## src/gatekeeper_map.vh

```
// Register offsets, field positions, reset values and error codes of the command gatekeeper
`ifndef GATEKEEPER_MAP_VH
`define GATEKEEPER_MAP_VH
`define OFS_CMD        4'h0
`define OFS_OPERAND    4'h1
`define OFS_RESULT     4'h2
`define OFS_AXSTAT_X   4'h3
`define OFS_AXSTAT_Y   4'h4
`define OFS_STEP_X     4'h5
`define OFS_STEP_Y     4'h6
`define OFS_POS_X      4'h7
`define OFS_POS_Y      4'h8
`define OFS_ENC_X      4'h9
`define OFS_ENC_Y      4'hA
`define OFS_AXCFG      4'hB
`define OFS_IRQ_STAT   4'hC
`define OFS_IRQ_MASK   4'hD
`define CMD_REQ_BIT    0
`define CMD_AXIS_BIT   1
`define CMD_CANCEL_BIT 2
`define CMD_CODE_LSB   4
`define CMD_CODE_MSB   6
`define CODE_PTV       3'h1
`define CODE_STEP      3'h2
`define CODE_RSTEP     3'h3
`define CODE_PPRE      3'h4
`define CODE_EPRE      3'h5
`define CODE_ECLR      3'h6
`define ST_OPER_BIT    0
`define ST_POSCTL_BIT  1
`define ST_ERR_BIT     2
`define ST_ORIGIN_BIT  3
`define ST_INHIB_BIT   4
`define CFG_REPEAT_X   0
`define CFG_REPEAT_Y   1
`define CFG_UNIT_LSB   4
`define STEP_RESET     8'h01
`define STEP_MAX       8'h96
`define ERR_NONE       16'h0000
`define ERR_PTV_RUN    16'd311
`define ERR_PTV_POS    16'd317
`define ERR_STEP_RUN   16'd441
`define ERR_STEP_RANGE 16'd442
`define ERR_RSTEP_MODE 16'd443
`define ERR_PPRE_RUN   16'd451
`define ERR_AXIS_FAULT 16'd1
`define ERR_BAD_CMD    16'd2
`define IRQ_DONE_BIT   0
`define IRQ_FAIL_BIT   1
`endif

```

## src/axis_command_gatekeeper.v

```verilog
// Per-axis command gatekeeper with an Avalon-MM register slave
// Summary of operation
// - Reject pos-to-speed on running axis: 311
// - Pos-to-speed only under position control, else 317
// - Drive per-axis position-control flag
// - Drive per-axis operating flag
// - Reject step change on running axis: 441
// - Load requested step into step pointer
// - Steps 1 to 150 per axis
// - Repeat step change only in Repeat method
// - Reject position preset on running axis: 451
// - Preset sets origin-decided when not established
// - Preset value unit from basic unit parameter
// - Encoder preset overwrites encoder count
// - Error flag blocks motion commands on axis
// - Done 1 on success, held; 0 on failure
// - Failure reports numeric error code
// - Error clear, optional inhibition cancel
`timescale 1ns/1ns
`include "gatekeeper_map.vh"
module axis_command_gatekeeper (
  input wire ref_clk,
  input wire sys_rst,
  input wire [3:0] avs_address,
  input wire avs_read,
  input wire avs_write,
  input wire [31:0] avs_writedata,
  output reg [31:0] avs_readdata,
  output reg avs_waitrequest,
  input wire [1:0] axis_running,
  input wire [1:0] axis_pos_ctl,
  input wire [1:0] axis_fault,
  output reg [1:0] operating,
  output reg [1:0] pos_control,
  output reg [1:0] error_flag,
  output reg [1:0] origin_decided,
  output reg [1:0] output_inhibit,
  output reg [1:0] speed_switch_pulse,
  output reg preset_done,
  output reg [15:0] preset_error_code,
  output reg irq
);
  localparam S_IDLE = 3'b001;
  localparam S_EXEC = 3'b010;
  localparam S_DONE = 3'b100;

  reg [2:0] state_q;
  reg [31:0] cmd_q;
  reg [31:0] preset_target_value;
  reg [31:0] axcfg_q;
  reg req_prev_q;
  reg axis_q;
  reg [2:0] code_q;
  reg cancel_q;
  reg [31:0] operand_q;
  reg [7:0] step_q [0:1];
  reg [31:0] pos_q [0:1];
  reg [31:0] enc_q [0:1];
  reg [1:0] irq_stat_q;
  reg [1:0] irq_mask_q;
  reg [15:0] err_d;
  reg [1:0] ev_set;

  wire req_rise;
  wire hit_rd;
  wire hit_wr;
  wire [31:0] scaled_pos;

  // Requests start only from a low-to-high change of the request bit
  assign req_rise = cmd_q[`CMD_REQ_BIT] & ~req_prev_q;
  assign hit_rd = avs_read & avs_waitrequest;
  assign hit_wr = avs_write & ~avs_waitrequest;

  // Unit field picks a power-of-ten scale; keeps divide logic out
  assign scaled_pos = (axcfg_q[`CFG_UNIT_LSB +: 2] == 2'd1) ? {operand_q[28:0], 3'b000} +
    {operand_q[30:0], 1'b0} : operand_q;

  // Decision in the exec-to-done step; error flag wins over motion state
  always @* begin
    err_d = `ERR_NONE;
    if (code_q == `CODE_ECLR) begin
      err_d = `ERR_NONE;
    end else if (code_q < `CODE_PTV || code_q > `CODE_ECLR) begin
      err_d = `ERR_BAD_CMD;
    end else if (error_flag[axis_q] && code_q != `CODE_EPRE) begin
      err_d = `ERR_AXIS_FAULT;
    end else begin
      case (code_q)
        `CODE_PTV: begin
          if (operating[axis_q]) begin
            err_d = `ERR_PTV_RUN;
          end else if (!pos_control[axis_q]) begin
            err_d = `ERR_PTV_POS;
          end
        end
        `CODE_STEP: begin
          if (operating[axis_q]) begin
            err_d = `ERR_STEP_RUN;
          end else if (operand_q == 32'h0000_0000 || operand_q > {24'h0, `STEP_MAX}) begin
            err_d = `ERR_STEP_RANGE;
          end
        end
        `CODE_RSTEP: begin
          if (operand_q == 32'h0000_0000 || operand_q > {24'h0, `STEP_MAX}) begin
            err_d = `ERR_STEP_RANGE;
          end else if (!axcfg_q[axis_q]) begin
            err_d = `ERR_RSTEP_MODE;
          end
        end
        `CODE_PPRE: begin
          if (operating[axis_q]) begin
            err_d = `ERR_PPRE_RUN;
          end
        end
        default: begin
          err_d = `ERR_NONE;
        end
      endcase
    end
  end

  // Command sequencer
  always @(posedge ref_clk) begin
    if (sys_rst) begin
      state_q <= S_IDLE;
      req_prev_q <= 1'b0;
      axis_q <= 1'b0;
      code_q <= 3'h0;
      cancel_q <= 1'b0;
      operand_q <= 32'h0000_0000;
      preset_done <= 1'b0;
      preset_error_code <= `ERR_NONE;
      origin_decided <= 2'b00;
      error_flag <= 2'b00;
      output_inhibit <= 2'b00;
      speed_switch_pulse <= 2'b00;
      step_q[0] <= `STEP_RESET;
      step_q[1] <= `STEP_RESET;
      pos_q[0] <= 32'h0000_0000;
      pos_q[1] <= 32'h0000_0000;
      enc_q[0] <= 32'h0000_0000;
      enc_q[1] <= 32'h0000_0000;
      ev_set <= 2'b00;
    end else begin
      req_prev_q <= cmd_q[`CMD_REQ_BIT];
      speed_switch_pulse <= 2'b00;
      ev_set <= 2'b00;
      // Faults from the motion core latch; only error clear removes them
      error_flag <= error_flag | axis_fault;
      output_inhibit <= output_inhibit | axis_fault;
      case (state_q)
        S_IDLE: begin
          if (req_rise) begin
            axis_q <= cmd_q[`CMD_AXIS_BIT];
            code_q <= cmd_q[`CMD_CODE_MSB:`CMD_CODE_LSB];
            cancel_q <= cmd_q[`CMD_CANCEL_BIT];
            operand_q <= preset_target_value;
            state_q <= S_EXEC;
          end
        end
        S_EXEC: begin
          preset_error_code <= err_d;
          if (err_d == `ERR_NONE) begin
            preset_done <= 1'b1;
            ev_set <= 2'b01;
            case (code_q)
              `CODE_PTV: begin
                speed_switch_pulse[axis_q] <= 1'b1;
              end
              `CODE_STEP: begin
                step_q[axis_q] <= operand_q[7:0];
              end
              `CODE_RSTEP: begin
                step_q[axis_q] <= operand_q[7:0];
              end
              `CODE_PPRE: begin
                pos_q[axis_q] <= scaled_pos;
                origin_decided[axis_q] <= 1'b1;
              end
              `CODE_EPRE: begin
                enc_q[axis_q] <= operand_q;
              end
              `CODE_ECLR: begin
                error_flag[axis_q] <= axis_fault[axis_q];
                if (cancel_q) begin
                  output_inhibit[axis_q] <= axis_fault[axis_q];
                end
              end
              default: begin
              end
            endcase
          end else begin
            preset_done <= 1'b0;
            ev_set <= 2'b10;
          end
          state_q <= S_DONE;
        end
        S_DONE: begin
          state_q <= S_IDLE;
        end
        default: begin
          state_q <= S_IDLE;
        end
      endcase
    end
  end

  // Status mirrors of the motion core
  always @(posedge ref_clk) begin
    if (sys_rst) begin
      operating <= 2'b00;
    end else begin
      operating <= axis_running;
    end
  end

  // Unqualified by motion, so a switch can be asked for from standstill
  always @(posedge ref_clk) begin
    if (sys_rst) begin
      pos_control <= 2'b00;
    end else begin
      pos_control <= axis_pos_ctl;
    end
  end

  // Registered so the pin never glitches
  always @(posedge ref_clk) begin
    if (sys_rst) begin
      irq <= 1'b0;
    end else begin
      irq <= |(irq_stat_q & irq_mask_q);
    end
  end

  // Avalon-MM slave: one wait cycle, then answer
  // A request sees waitrequest high again after each answer
  always @(posedge ref_clk) begin
    if (sys_rst) begin
      avs_waitrequest <= 1'b1;
    end else begin
      avs_waitrequest <= ~((avs_read | avs_write) & avs_waitrequest);
    end
  end

  // Command word; software must write the request bit low, then high,
  // because only its rising edge starts a command
  always @(posedge ref_clk) begin
    if (sys_rst) begin
      cmd_q <= 32'h0000_0000;
    end else if (hit_wr && avs_address == `OFS_CMD) begin
      cmd_q <= avs_writedata;
    end
  end

  // Operand for the next command; copied at the request edge,
  // so it may be rewritten while a command runs
  always @(posedge ref_clk) begin
    if (sys_rst) begin
      preset_target_value <= 32'h0000_0000;
    end else if (hit_wr && avs_address == `OFS_OPERAND) begin
      preset_target_value <= avs_writedata;
    end
  end

  // Repeat bits and position unit
  always @(posedge ref_clk) begin
    if (sys_rst) begin
      axcfg_q <= 32'h0000_0000;
    end else if (hit_wr && avs_address == `OFS_AXCFG) begin
      axcfg_q <= avs_writedata;
    end
  end

  // Interrupt enables
  always @(posedge ref_clk) begin
    if (sys_rst) begin
      irq_mask_q <= 2'b00;
    end else if (hit_wr && avs_address == `OFS_IRQ_MASK) begin
      irq_mask_q <= avs_writedata[1:0];
    end
  end

  // Sticky events; a new event in the clearing read survives it,
  // so no completion is ever lost to a poll
  always @(posedge ref_clk) begin
    if (sys_rst) begin
      irq_stat_q <= 2'b00;
    end else if (hit_rd && avs_address == `OFS_IRQ_STAT) begin
      irq_stat_q <= ev_set;
    end else begin
      irq_stat_q <= irq_stat_q | ev_set;
    end
  end

  wire [31:0] axstat_w [0:1];
  wire [31:0] result_w;
  reg [31:0] rd_word;
  genvar g;

  // One status word per axis
  generate
    for (g = 0; g < 2; g = g + 1) begin : axstat_gen
      assign axstat_w[g] = {27'h0, output_inhibit[g], origin_decided[g], error_flag[g],
        pos_control[g], operating[g]};
    end
  endgenerate

  // Done in bit 16, code below it
  assign result_w = {15'h0, preset_done, preset_error_code};

  // Unmapped words read as zero
  always @* begin
    rd_word = 32'h0000_0000;
    case (avs_address)
      `OFS_CMD: begin
        rd_word = cmd_q;
      end
      `OFS_OPERAND: begin
        rd_word = preset_target_value;
      end
      `OFS_RESULT: begin
        rd_word = result_w;
      end
      // Per-axis status, step, position and encoder words
      `OFS_AXSTAT_X: begin
        rd_word = axstat_w[0];
      end
      `OFS_AXSTAT_Y: begin
        rd_word = axstat_w[1];
      end
      `OFS_STEP_X: begin
        rd_word = {24'h0, step_q[0]};
      end
      `OFS_STEP_Y: begin
        rd_word = {24'h0, step_q[1]};
      end
      `OFS_POS_X: begin
        rd_word = pos_q[0];
      end
      `OFS_POS_Y: begin
        rd_word = pos_q[1];
      end
      `OFS_ENC_X: begin
        rd_word = enc_q[0];
      end
      `OFS_ENC_Y: begin
        rd_word = enc_q[1];
      end
      `OFS_AXCFG: begin
        rd_word = axcfg_q;
      end
      `OFS_IRQ_STAT: begin
        rd_word = {30'h0, irq_stat_q};
      end
      `OFS_IRQ_MASK: begin
        rd_word = {30'h0, irq_mask_q};
      end
      default: begin
        rd_word = 32'h0000_0000;
      end
    endcase
  end

  // Read data stand until the next read
  always @(posedge ref_clk) begin
    if (sys_rst) begin
      avs_readdata <= 32'h0000_0000;
    end else if (hit_rd) begin
      avs_readdata <= rd_word;
    end
  end
endmodule

```

## config.mk

```make
export PLATFORM = sky130hd
export DESIGN_NAME = axis_command_gatekeeper
export DESIGN_NICKNAME = d
export VERILOG_FILES = /design/src/axis_command_gatekeeper.v
export VERILOG_INCLUDE_DIRS = /design/src
export SDC_FILE = /design/constraint.sdc
export NUM_CORES = 1
export LEC_CHECK = 0
export BUFFER_PORTS_ARGS = -buffer_cell sky130_fd_sc_hd__buf_2
export CORE_MARGIN = 5
export CORE_UTILIZATION = 50
export CTS_CLUSTER_DIAMETER = 200
export DETAILED_ROUTE_END_ITERATION = 10
export PLACE_DENSITY = 0.68
export SYNTH_ARGS = -nofsm -noshare
export SYNTH_HDL_FRONTEND = slang
export SYNTH_SLANG_ARGS = --single-unit
export TNS_END_PERCENT = 10
```

## constraint.sdc

```tcl
create_clock -name ref_clk -period 4.4 [get_ports ref_clk]
set_input_delay 0.66 -clock ref_clk [delete_from_list [all_inputs] [get_ports ref_clk]]
set_output_delay 0.66 -clock ref_clk [all_outputs]
set_load 0.01 [all_outputs]
```

==> results.md, run 1 <==
* Max Transition Viols Final at 0
* Synth area leader: edfxtp_1
* Worst flop-to-flop path startpoint: code_q[2]
* Final setup violation count at 0
* CP max stage delay at 0.69 ns
* Req. time, crit path at 4.61 ns
* Fillers at 2718
* Async set or reset register ratio after synthesis at 0%
* Post-DP HPWL at 34600 um
* Global-route wire length before repair at 78500 um
* Drt via density at 6.25
* Post-CTS setup repair buffer count at 0
* Setup crit start kind: flip-flop
* Ys flop type: dfxtp_1
* Area growth syn-to-layout at 13.2%
* TritonCTS buffer count at 36
* Seq pwr share at 50.1%
* Die Area at 35300 um^2
* Post-CTS Resized at 0
* Slowest stage cell, crit path: dfxtp_1
* Synthesis-stage register bit count at 342
* Routability-driven placement congestion ratio at 0.912
* Worst-path cell chain: nor2b_1, and3_1, or4_4, o211ai_2, and2_4, nand2_4, or4_1, nand2_1, buf_12
* Residual DRC at 0
* Die height at 188 um
* Internal Pwr Total at 5300 uW
* Post-synth EDFFs at 144
* WHS at 0.348 ns
* Total GRT Usage at 28.1%
* Clock Sinks at 342
* CP endpoint kind: flip-flop
* Reg-to-Reg End: pos_q[0][9]
* I/O pin total at 109
* Clock power frac at 45.9%
* Final Skew at 0.0167 ns
* Synth area leaders: edfxtp_1, dfxtp_1, nand2_1
* Power Dens Cells at 379 nW/um^2
* Clk slew on worst S/H paths at 0.06 ns
* Placeable Area at 31400 um^2
* Worst reg2reg path depth at 9
* Comb pwr share at 4.0%
* Mapped Cells at 1720
* Clock period minus worst slack at 3.75 ns
* Status: completed
* Fin nets at 1850
* Unrepaired setup endpoints after global routing: no
* Synth Cell Area at 15800 um^2
* Slew HR at 30.7%
* Worst min-delay path category: in2reg
* CTS tree: yes
* Sequential area share after synthesis at 52.4%
* Netlist cell types at 74
* Port bufs at 101
* Max-cap violations at 0
* Wirelength per Cell at 23.2 um
* Crit path arrival time at 3.96 ns
* Die width at 188 um
* CTS HTree Levels at 2
* Setup_tns at 0 ns
* Total gr overflow at 0
* CTS Root Buffer Type: clkbuf_16
* DR iter-0 viols at 2174
* Largest net degree at the start of global routing at 91
* FF/Latch Area at 8290 um^2
* Leakage at 0.00631 uW
* Final Cycle Share at 85.2%
* R2r setup slk at 0.65 ns
* Max FO, Critical Path at 24
* Sw Ratio at 21.8%
* Antenna diodes at 0
* Multi-input gate area at 6960 um^2
* Synth top area share at 27.3%
* Routed via count at 13776
* YS warnings at 0
* Initial antenna violation count at 0
* Max Freq at 267 MHz
* Worst-Margin Slew at 1.04 ns
* Routed WL at 51200 um
* Setup crit start: code_q[2]
* Proportion of layout cells with a drive suffix above 1 at 12.4%
* Syn Area/Cell at 9.19 um^2
* CP endpoint: pos_q[0][9]
* Std-Cell Rows at 65
* Hold-fix buffers, CTS at 0
* Post-DRT Antenna Nets at 0
* P_sw at 1480 uW
* Initial Util at 50.4%
* Total iterations of the first detailed-routing run at 6
* Hold Vio Cnt, Final at 0
* Clock Tree Buf Depth at 3
* WS Path Type: reg2reg
* Peak VDD IR at 259 uV
* Vias in the first global route at 12949
* Clk_lat worst skew at 0.53 ns
==> synthesized netlist by cell type, types with 4 or more instances <==
cell type / count
nor2_1: 125
dfxtp_1: 198
nand2b_1: 9
a22oi_1: 60
nor4_1: 16
nand4_1: 12
clkbuf_1: 102
or3_1: 5
a31oi_1: 38
a21oi_1: 215
nand2_1: 330
a222oi_1: 21
a211oi_1: 10
nor3b_1: 6
a21boi_0: 5
or4_1: 5
o21ai_0: 36
a32oi_1: 4
inv_1: 24
edfxtp_1: 144
xnor2_1: 7
and2_1: 79
nand3_1: 18
a221oi_1: 14
nand3b_1: 6
a41oi_1: 4
ha_1: 28
a22o_1: 9
xor2_1: 5
o211ai_1: 10
o21a_1: 6
nor3_1: 23
buf_1: 13
mux2i_1: 18
and3_1: 10
a21o_1: 10
nor2b_1: 26
or2_2: 5
buf_4: 11
==> critical path, delay by kind of cell, from the launching register on <==
family	cells	cell delay (ns)
DFF	1	0.69
and+or+nand+nor	7	2.27
buffers and inverters	1	0.27
AOI/OAI and AO/OA	1	0.19
==> power by group through the flow <==
stage	Clock [uW]	Combinational [uW]	Sequential (uW)
3_3_place_gp	0	265	3460
5_1_grt	3290	289	3400
4_1_cts	3140	268	3390
6_report	3110	274	3390
2_1_floorplan	0	145	3450
3_5_place_dp	0	268	3460
==> sequential cells by signal (all words and copies together), names as in the netlist, 8 cells and up <==
signal,count
pos_q,64
avs_readdata,32
operand_q,32
preset_target_value,32
step_q,16
axcfg_q,32
cmd_q,32
preset_error_code,8
enc_q,64
==> logic make-up (layout without fill, tap and decap cells) <==
logic type | Yosys count | after routing | share of synthesized area (%)
simple gates | 692 | 692 | 20.3
compound gates | 468 | 468 | 18.8
flops | 342 | 342 | 52.4
buf+inv | 155 | 232 | 4.06
fa+ha+maj | 30 | 30 | 2.41
mux | 20 | 20 | 1.28
xor+xnor | 12 | 12 | 0.665
other cells | 1 | 7 | 0.0237
==> layer usage <==
| layer | up-vias | part of all wire (%) | global-route usage [%] |
|---|---|---|---|
| li1 | 6270 | - | - |
| met1 | 6483 | 42 | 42.8 |
| met2 | 903 | 43 | 41.1 |
| met3 | 120 | 13 | 6.50 |
| met4 | 0 | 2.2 | 6.04 |
| met5 | - | 0 | 0 |
==> layout make-up <==
cell class / count / share of cell area (%)
Sequential cell: 342 / 46.3
Multi-Input combinational cell: 1229 / 38.9
Clock buffer: 57 / 6.05
Timing Repair Buffer: 142 / 4.72
Tap cell: 402 / 2.81
Clock inverter: 9 / 0.727
Inverter: 24 / 0.503
==> layout by cell type (no fill, tap or decap), drive strengths merged, types with 6 or more instances in the layout <==
cell      n
nor3     23
nand3    18
nand2b    9
or4       6
nand4    12
nand3b    6
a21o     10
nand2   331
nor2b    26
nor2    125
a21oi   215
nor4     16
edfxtp  144
o21a      6
a222oi   21
a22o      9
a31oi    40
and3     10
a211oi   11
conb      7
xnor2     7
clkbuf   57
and2     81
mux2i    18
nor3b     6
o211ai   11
o21ai    36
a22oi    60
ha       28
inv      25
a221oi   14
buf     142
dfxtp   198
==> stage by stage <==
stage / instances / area [um^2] / util [%] / setup slack, ns / total power, uW
4_1_cts: 2205 / 17900 / 57.0 / 0.731 / 6800
6_report: 2205 / 17900 / 57.0 / 0.651 / 6780
3_3_place_gp: 2139 / 16700 / 53.1 / 0.825 / 3720
3_5_place_dp: 2139 / 16700 / 53.1 / 0.759 / 3730
5_1_grt: 2205 / 17900 / 57.0 / 0.492 / 6970
2_1_floorplan: 1726 / 15800 / - / 0.901 / 3600
==> worst min-delay path by stage <==
stage,startpoint,endpoint,slack (ns),depth (start not counted)
6_report,axis_pos_ctl[0],pos_control[0],0.35,2
5_1_grt,axis_pos_ctl[0],pos_control[0],0.37,2
4_1_cts,axis_pos_ctl[1],pos_control[1],0.34,2
3_5_place_dp,ev_set[0],irq_stat_q[0],0.43,2
3_3_place_gp,avs_waitrequest,avs_waitrequest,0.43,1
2_1_floorplan,ev_set[0],irq_stat_q[0],0.41,2
(Power assumes the default switching activity.)
==> inputs of run 2 (changes only) <==
- CTS_CLUSTER_SIZE: default -> 16
- MAX_ROUTING_LAYER: default -> met4
==> run 2 against run 1 <==
Maximum frequency is 0.97% lower. Via count decreased by 1.6%. Clock-buffer cell count shrank 16. Clock skew is 0.0048 ns higher. Combinational power about the same. Die area unchanged. Largest power group unchanged. Highest routed layer unchanged.
==> results.md, run 2 (synthesized netlist as in run 1, its figures left out) <==
* Setup_tns at 0 ns
* Unrepaired setup endpoints after global routing: no
* Antenna diodes at 0
* Final Cycle Share at 86.0%
* Drt via density at 6.22
* Max-cap violations at 0
* Routability-driven placement congestion ratio at 0.947
* Req. time, crit path at 4.59 ns
* Met2 Use GR at 39.6%
* Seq pwr share at 58.1%
* Std-Cell Rows at 65
* Proportion of layout cells with a drive suffix above 1 at 11.1%
* Die height at 188 um
* Clock Sinks at 342
* Initial antenna violation count at 0
* Global-route wire length before repair at 76300 um
* Most frequent cells in the layout: nand2_1, a21oi_1, dfxtp_1
* CTS tree: yes
* CTS HTree Levels at 1
* Worst-Margin Slew at 0.947 ns
* Placeable Area at 31400 um^2
* Slowest stage cell, crit path: nor4_1
* Max Freq at 264 MHz
* CP max stage delay at 0.65 ns
* Total GRT Usage at 28.1%
* Largest delay share family, worst path: simple AND/OR/NAND/NOR gates
* Status: completed
* Die width at 188 um
* Clock Tree Buf Depth at 3
* Hold-fix buffers, CTS at 0
* Sw Ratio at 22.8%
* Port bufs at 101
* Commonest non-fill, non-tap cell in the layout: nand2_1
* Clock power frac at 37.2%
* Power Dens Cells at 335 nW/um^2
* Final setup violation count at 0
* Die Area at 35300 um^2
* Post-DRT Antenna Nets at 0
* Internal Pwr Total at 4500 uW
* Area growth syn-to-layout at 9.97%
* Top Registers: enc_q (64), pos_q (64)
* Leakage at 0.00605 uW
* Wirelength per Cell at 23.0 um
* Initial Util at 50.4%
* I/O pin total at 109
* CP endpoint kind: flip-flop
* GRT Max-Usage Layer: met1
* Clk slew on worst S/H paths at 0.07 ns
* DR iter-0 viols at 2019
* Routed via count at 13554
* Crit path arrival time at 3.97 ns
* Comb pwr share at 4.7%
* Final Skew at 0.0215 ns
* Met1 usage at 41.9%
* Setup crit start kind: flip-flop
* Post-DP HPWL at 34300 um
* Worst path bufs/invs at 1
* Routed WL at 50100 um
* WS Path Type: reg2reg
* Clk_lat worst skew at 0.55 ns
* Worst-path cell chain: nor4_1, o211ai_1, or4_4, o211ai_2, and2_4, nand2_4, or4_1, nand2_1, buf_4
* Cell Count, Final, Fillers Out at 2180
* Placed insts at 2137
* Clock period minus worst slack at 3.79 ns
* Total iterations of the first detailed-routing run at 7
* Largest net degree at the start of global routing at 89
* Fin nets at 1837
* Hold Vio Cnt, Final at 0
* Residual DRC at 0
* Max Transition Viols Final at 0
* TritonCTS buffer count at 25
* Post-CTS setup repair buffer count at 0
* Peak VDD IR at 249 uV
* Met3 usage at 5.85%
* CTS Root Buffer Type: clkbuf_16
* Slew HR at 36.9%
* P_sw at 1330 uW
* Worst min-delay path category: in2reg
* Total gr overflow at 0
* Post-CTS Resized at 0
* Vias in the first global route at 12536
* Max FO, Critical Path at 32
==> run 2: cell types whose count changed in the layout (fill, tap and decap cells not counted), moves of 2 or more <==
cell	before	now
buf_4	39	36
bufinv_16	3	0
clkbuf_1	13	16
clkbuf_16	38	25
clkbuf_8	6	0
clkinv_1	2	0
clkinv_2	2	0
==> run 2: metal layers <==
| layer | vias to the layer above | share of wire (%) |
|---|---|---|
| met5 | - | 0 |
| met4 | 0 | 1.9 |
| met3 | 74 | 11 |
| met2 | 784 | 42 |
| met1 | 6452 | 45 |
| li1 | 6244 | - |
==> run 2: final timing paths <==
check | endpoint | start | depth (start not counted) | slack, ns
worst min register to register | avs_readdata[1] | avs_readdata[1] | 2 | 0.45
worst max-delay path | pos_q[1][22] | operand_q[22] | 9 | 0.61
worst max register to register | pos_q[1][22] | operand_q[22] | 9 | 0.61
worst min-delay path | operating[0] | axis_running[0] | 2 | 0.33
==> run 2: layout make-up <==
type	instances	area, um^2
clock buffers	41	686
repair buffers	140	842
flip-flops and latches	342	8290
inverters	24	90.1
multi-input cells	1229	6960
clock inverters	2	20.0
well taps	402	503
fillers	2806	14000
==> run 2: power groups by stage <==
stage / Sequential (uW) / Combinational, uW / Clock [uW]
finish: 3390 / 273 / 2170
global route: 3390 / 289 / 2320
CTS: 3390 / 267 / 2190
detailed placement: 3460 / 266 / 0
global placement: 3460 / 264 / 0
floorplan: 3450 / 145 / 0
==> run 2: through the flow <==
step           hold slack [ns]  utilization [%]  worst slack, ns  power [uW]  instance area [um^2]
6_report                 0.326             55.4            0.615        5830                 17400
2_1_floorplan            0.413                -            0.901        3600                 15800
3_3_place_gp             0.433             53.1            0.667        3720                 16700
4_1_cts                  0.314             55.4            0.628        5840                 17400
3_5_place_dp             0.427             53.1            0.643        3730                 16700
5_1_grt                  0.326             55.4            0.490        6000                 17400
==> inputs of run 3 (changes only) <==
==> constraint.sdc (replaced) <==
create_clock -name ref_clk -period 4.4 [get_ports ref_clk]
set_input_delay 0.88 -clock ref_clk [delete_from_list [all_inputs] [get_ports ref_clk]]
set_output_delay 0.88 -clock ref_clk [all_outputs]
set_load 0.01 [all_outputs]
==> run 3 against run 2 <==
Clock skew hardly changed. Core utilization about the same. Cell count grew 0.14%. Sequential share of layout area about the same. Register-to-register slack improved by 0.02 ns. Design area hardly changed. Clock-buffer cell count did not move. Combinational power hardly changed. Via count rose by 0.86%. Wire length increased by 1.3%. Clock power is essentially flat. Critical endpoint is now pos_q[1][30]. Largest power group unchanged.
==> results.md, run 3 (synthesized netlist as in run 1, its figures left out) <==
* Status: completed
* Slew HR at 15.4%
* Worst min-delay path category: reg2reg
* Vias in the first global route at 12690
* Port bufs at 101
* Total gr overflow at 0
* Total power draw at 5830 uW
* Clock Sinks at 342
* Clk_lat worst skew at 0.55 ns
* Std-Cell Rows at 65
* Clock period minus worst slack at 3.77 ns
* CP max stage delay at 0.79 ns
* Max Freq at 266 MHz
* Leakage at 0.00605 uW
* Max-cap violations at 0
* Most frequent cells in the layout: nand2_1, a21oi_1, dfxtp_1
* Hold Vio Cnt, Final at 0
* Initial antenna violation count at 1
* Routed via count at 13670
* Commonest non-fill, non-tap cell in the layout: nand2_1
* Slowest stage cell, crit path: dfxtp_1
* Residual DRC at 0
* Post-CTS setup repair buffer count at 0
* Worst-path cell chain: nor2b_1, and3_1, or4_4, o211ai_2, and2_4, nand2_4, or4_1, nand2_1, buf_4
* Clock power frac at 37.1%
* DR iter-0 viols at 2056
* Post-CTS Resized at 0
* Internal Pwr Total at 4500 uW
* Placed insts at 2139
* Setup_tns at 0 ns
* Clock Tree Buf Depth at 3
* WS Path Type: reg2reg
* Global-route wire length before repair at 77900 um
* Worst-Margin Slew at 1.26 ns
* Wirelength per Cell at 23.2 um
* Comb pwr share at 4.7%
* CTS Root Buffer Type: clkbuf_16
* Total iterations of the first detailed-routing run at 8
* Routed WL at 50800 um
* Largest net degree at the start of global routing at 93
* Final setup violation count at 0
* Max Transition Viols Final at 0
* Top Registers: enc_q (64), pos_q (64)
* Cell Count, Final, Fillers Out at 2183
* Unrepaired setup endpoints after global routing: no
* Fillers at 2878
* Placeable Area at 31400 um^2
* Peak VDD IR at 233 uV
* CTS HTree Levels at 1
* TritonCTS buffer count at 25
* Final Cycle Share at 85.6%
* Fin nets at 1839
* Crit path arrival time at 3.99 ns
* Hold-fix buffers, CTS at 0
* CP endpoint kind: flip-flop
* Seq pwr share at 58.1%
* I/O pin total at 109
* Die width at 188 um
* Power Dens Cells at 335 nW/um^2
* Routability-driven placement congestion ratio at 0.979
* Drt via density at 6.26
* CTS tree: yes
* Die height at 188 um
* Post-DRT Antenna Nets at 0
* Clk slew on worst S/H paths at 0.08 ns
* Max FO, Critical Path at 19
* Post-DP HPWL at 34400 um
* Total GRT Usage at 28.8%
* P_sw at 1330 uW
* Final core utilization at 55.4%
* Final Skew at 0.0211 ns
* Req. time, crit path at 4.63 ns
* Initial Util at 50.4%
* Proportion of layout cells with a drive suffix above 1 at 11.1%
* Setup crit start kind: flip-flop
* Die Area at 35300 um^2
* Area growth syn-to-layout at 10.0%
* Sw Ratio at 22.8%
==> run 3: critical path, delay by kind of cell, from the launching register on <==
| kind | cells | cell delay, ns |
|---|---|---|
| AOI/OAI and AO/OA | 1 | 0.19 |
| buffers and inverters | 1 | 0.30 |
| DFF | 1 | 0.79 |
| and+or+nand+nor | 7 | 2.13 |
==> run 3: final cells by class <==
type                    instances  area (um^2)  share of cell area (%)
multi-input cells            1229         6950                    40.0
clock buffers                  41          686                    3.94
clock inverters                 2         20.0                   0.115
inverters                      24         90.1                   0.518
diodes                          1         2.50                  0.0144
repair buffers                142          857                    4.93
flip-flops and latches        342         8290                    47.6
well taps                     402          503                    2.89
==> run 3: path summary, 6_finish.rpt <==
kind,start,end,slack [ns],depth (start not counted)
max reg2reg,code_q[2],pos_q[1][30],0.63,9
max,code_q[2],pos_q[1][30],0.63,9
min,avs_readdata[0],avs_readdata[0],0.45,2
min reg2reg,avs_readdata[0],avs_readdata[0],0.45,2
==> run 3: stage by stage <==
step | setup slack (ns) | instance area (um^2) | hold slack, ns
6_report | 0.635 | 17400 | 0.452
2_1_floorplan | 0.901 | 15800 | 0.413
5_1_grt | 0.550 | 17400 | 0.483
3_5_place_dp | 0.785 | 16700 | 0.438
4_1_cts | 0.732 | 17400 | 0.455
3_3_place_gp | 0.799 | 16700 | 0.431
==> run 3: layer usage <==
metal	wire length, um	vias up	GRT usage, %
met1	21900	6521	43.2
met2	21700	817	41.0
met5	0	-	-
met4	981	0	5.96
li1	-	6252	-
met3	6110	80	5.14
==> run 3: power by group through the flow <==
stage	Combinational (uW)	Sequential, uW	Clock [uW]
floorplan	145	3450	0
global placement	266	3460	0
finish	275	3390	2160
CTS	269	3390	2190
detailed placement	269	3460	0
global route	292	3390	2320
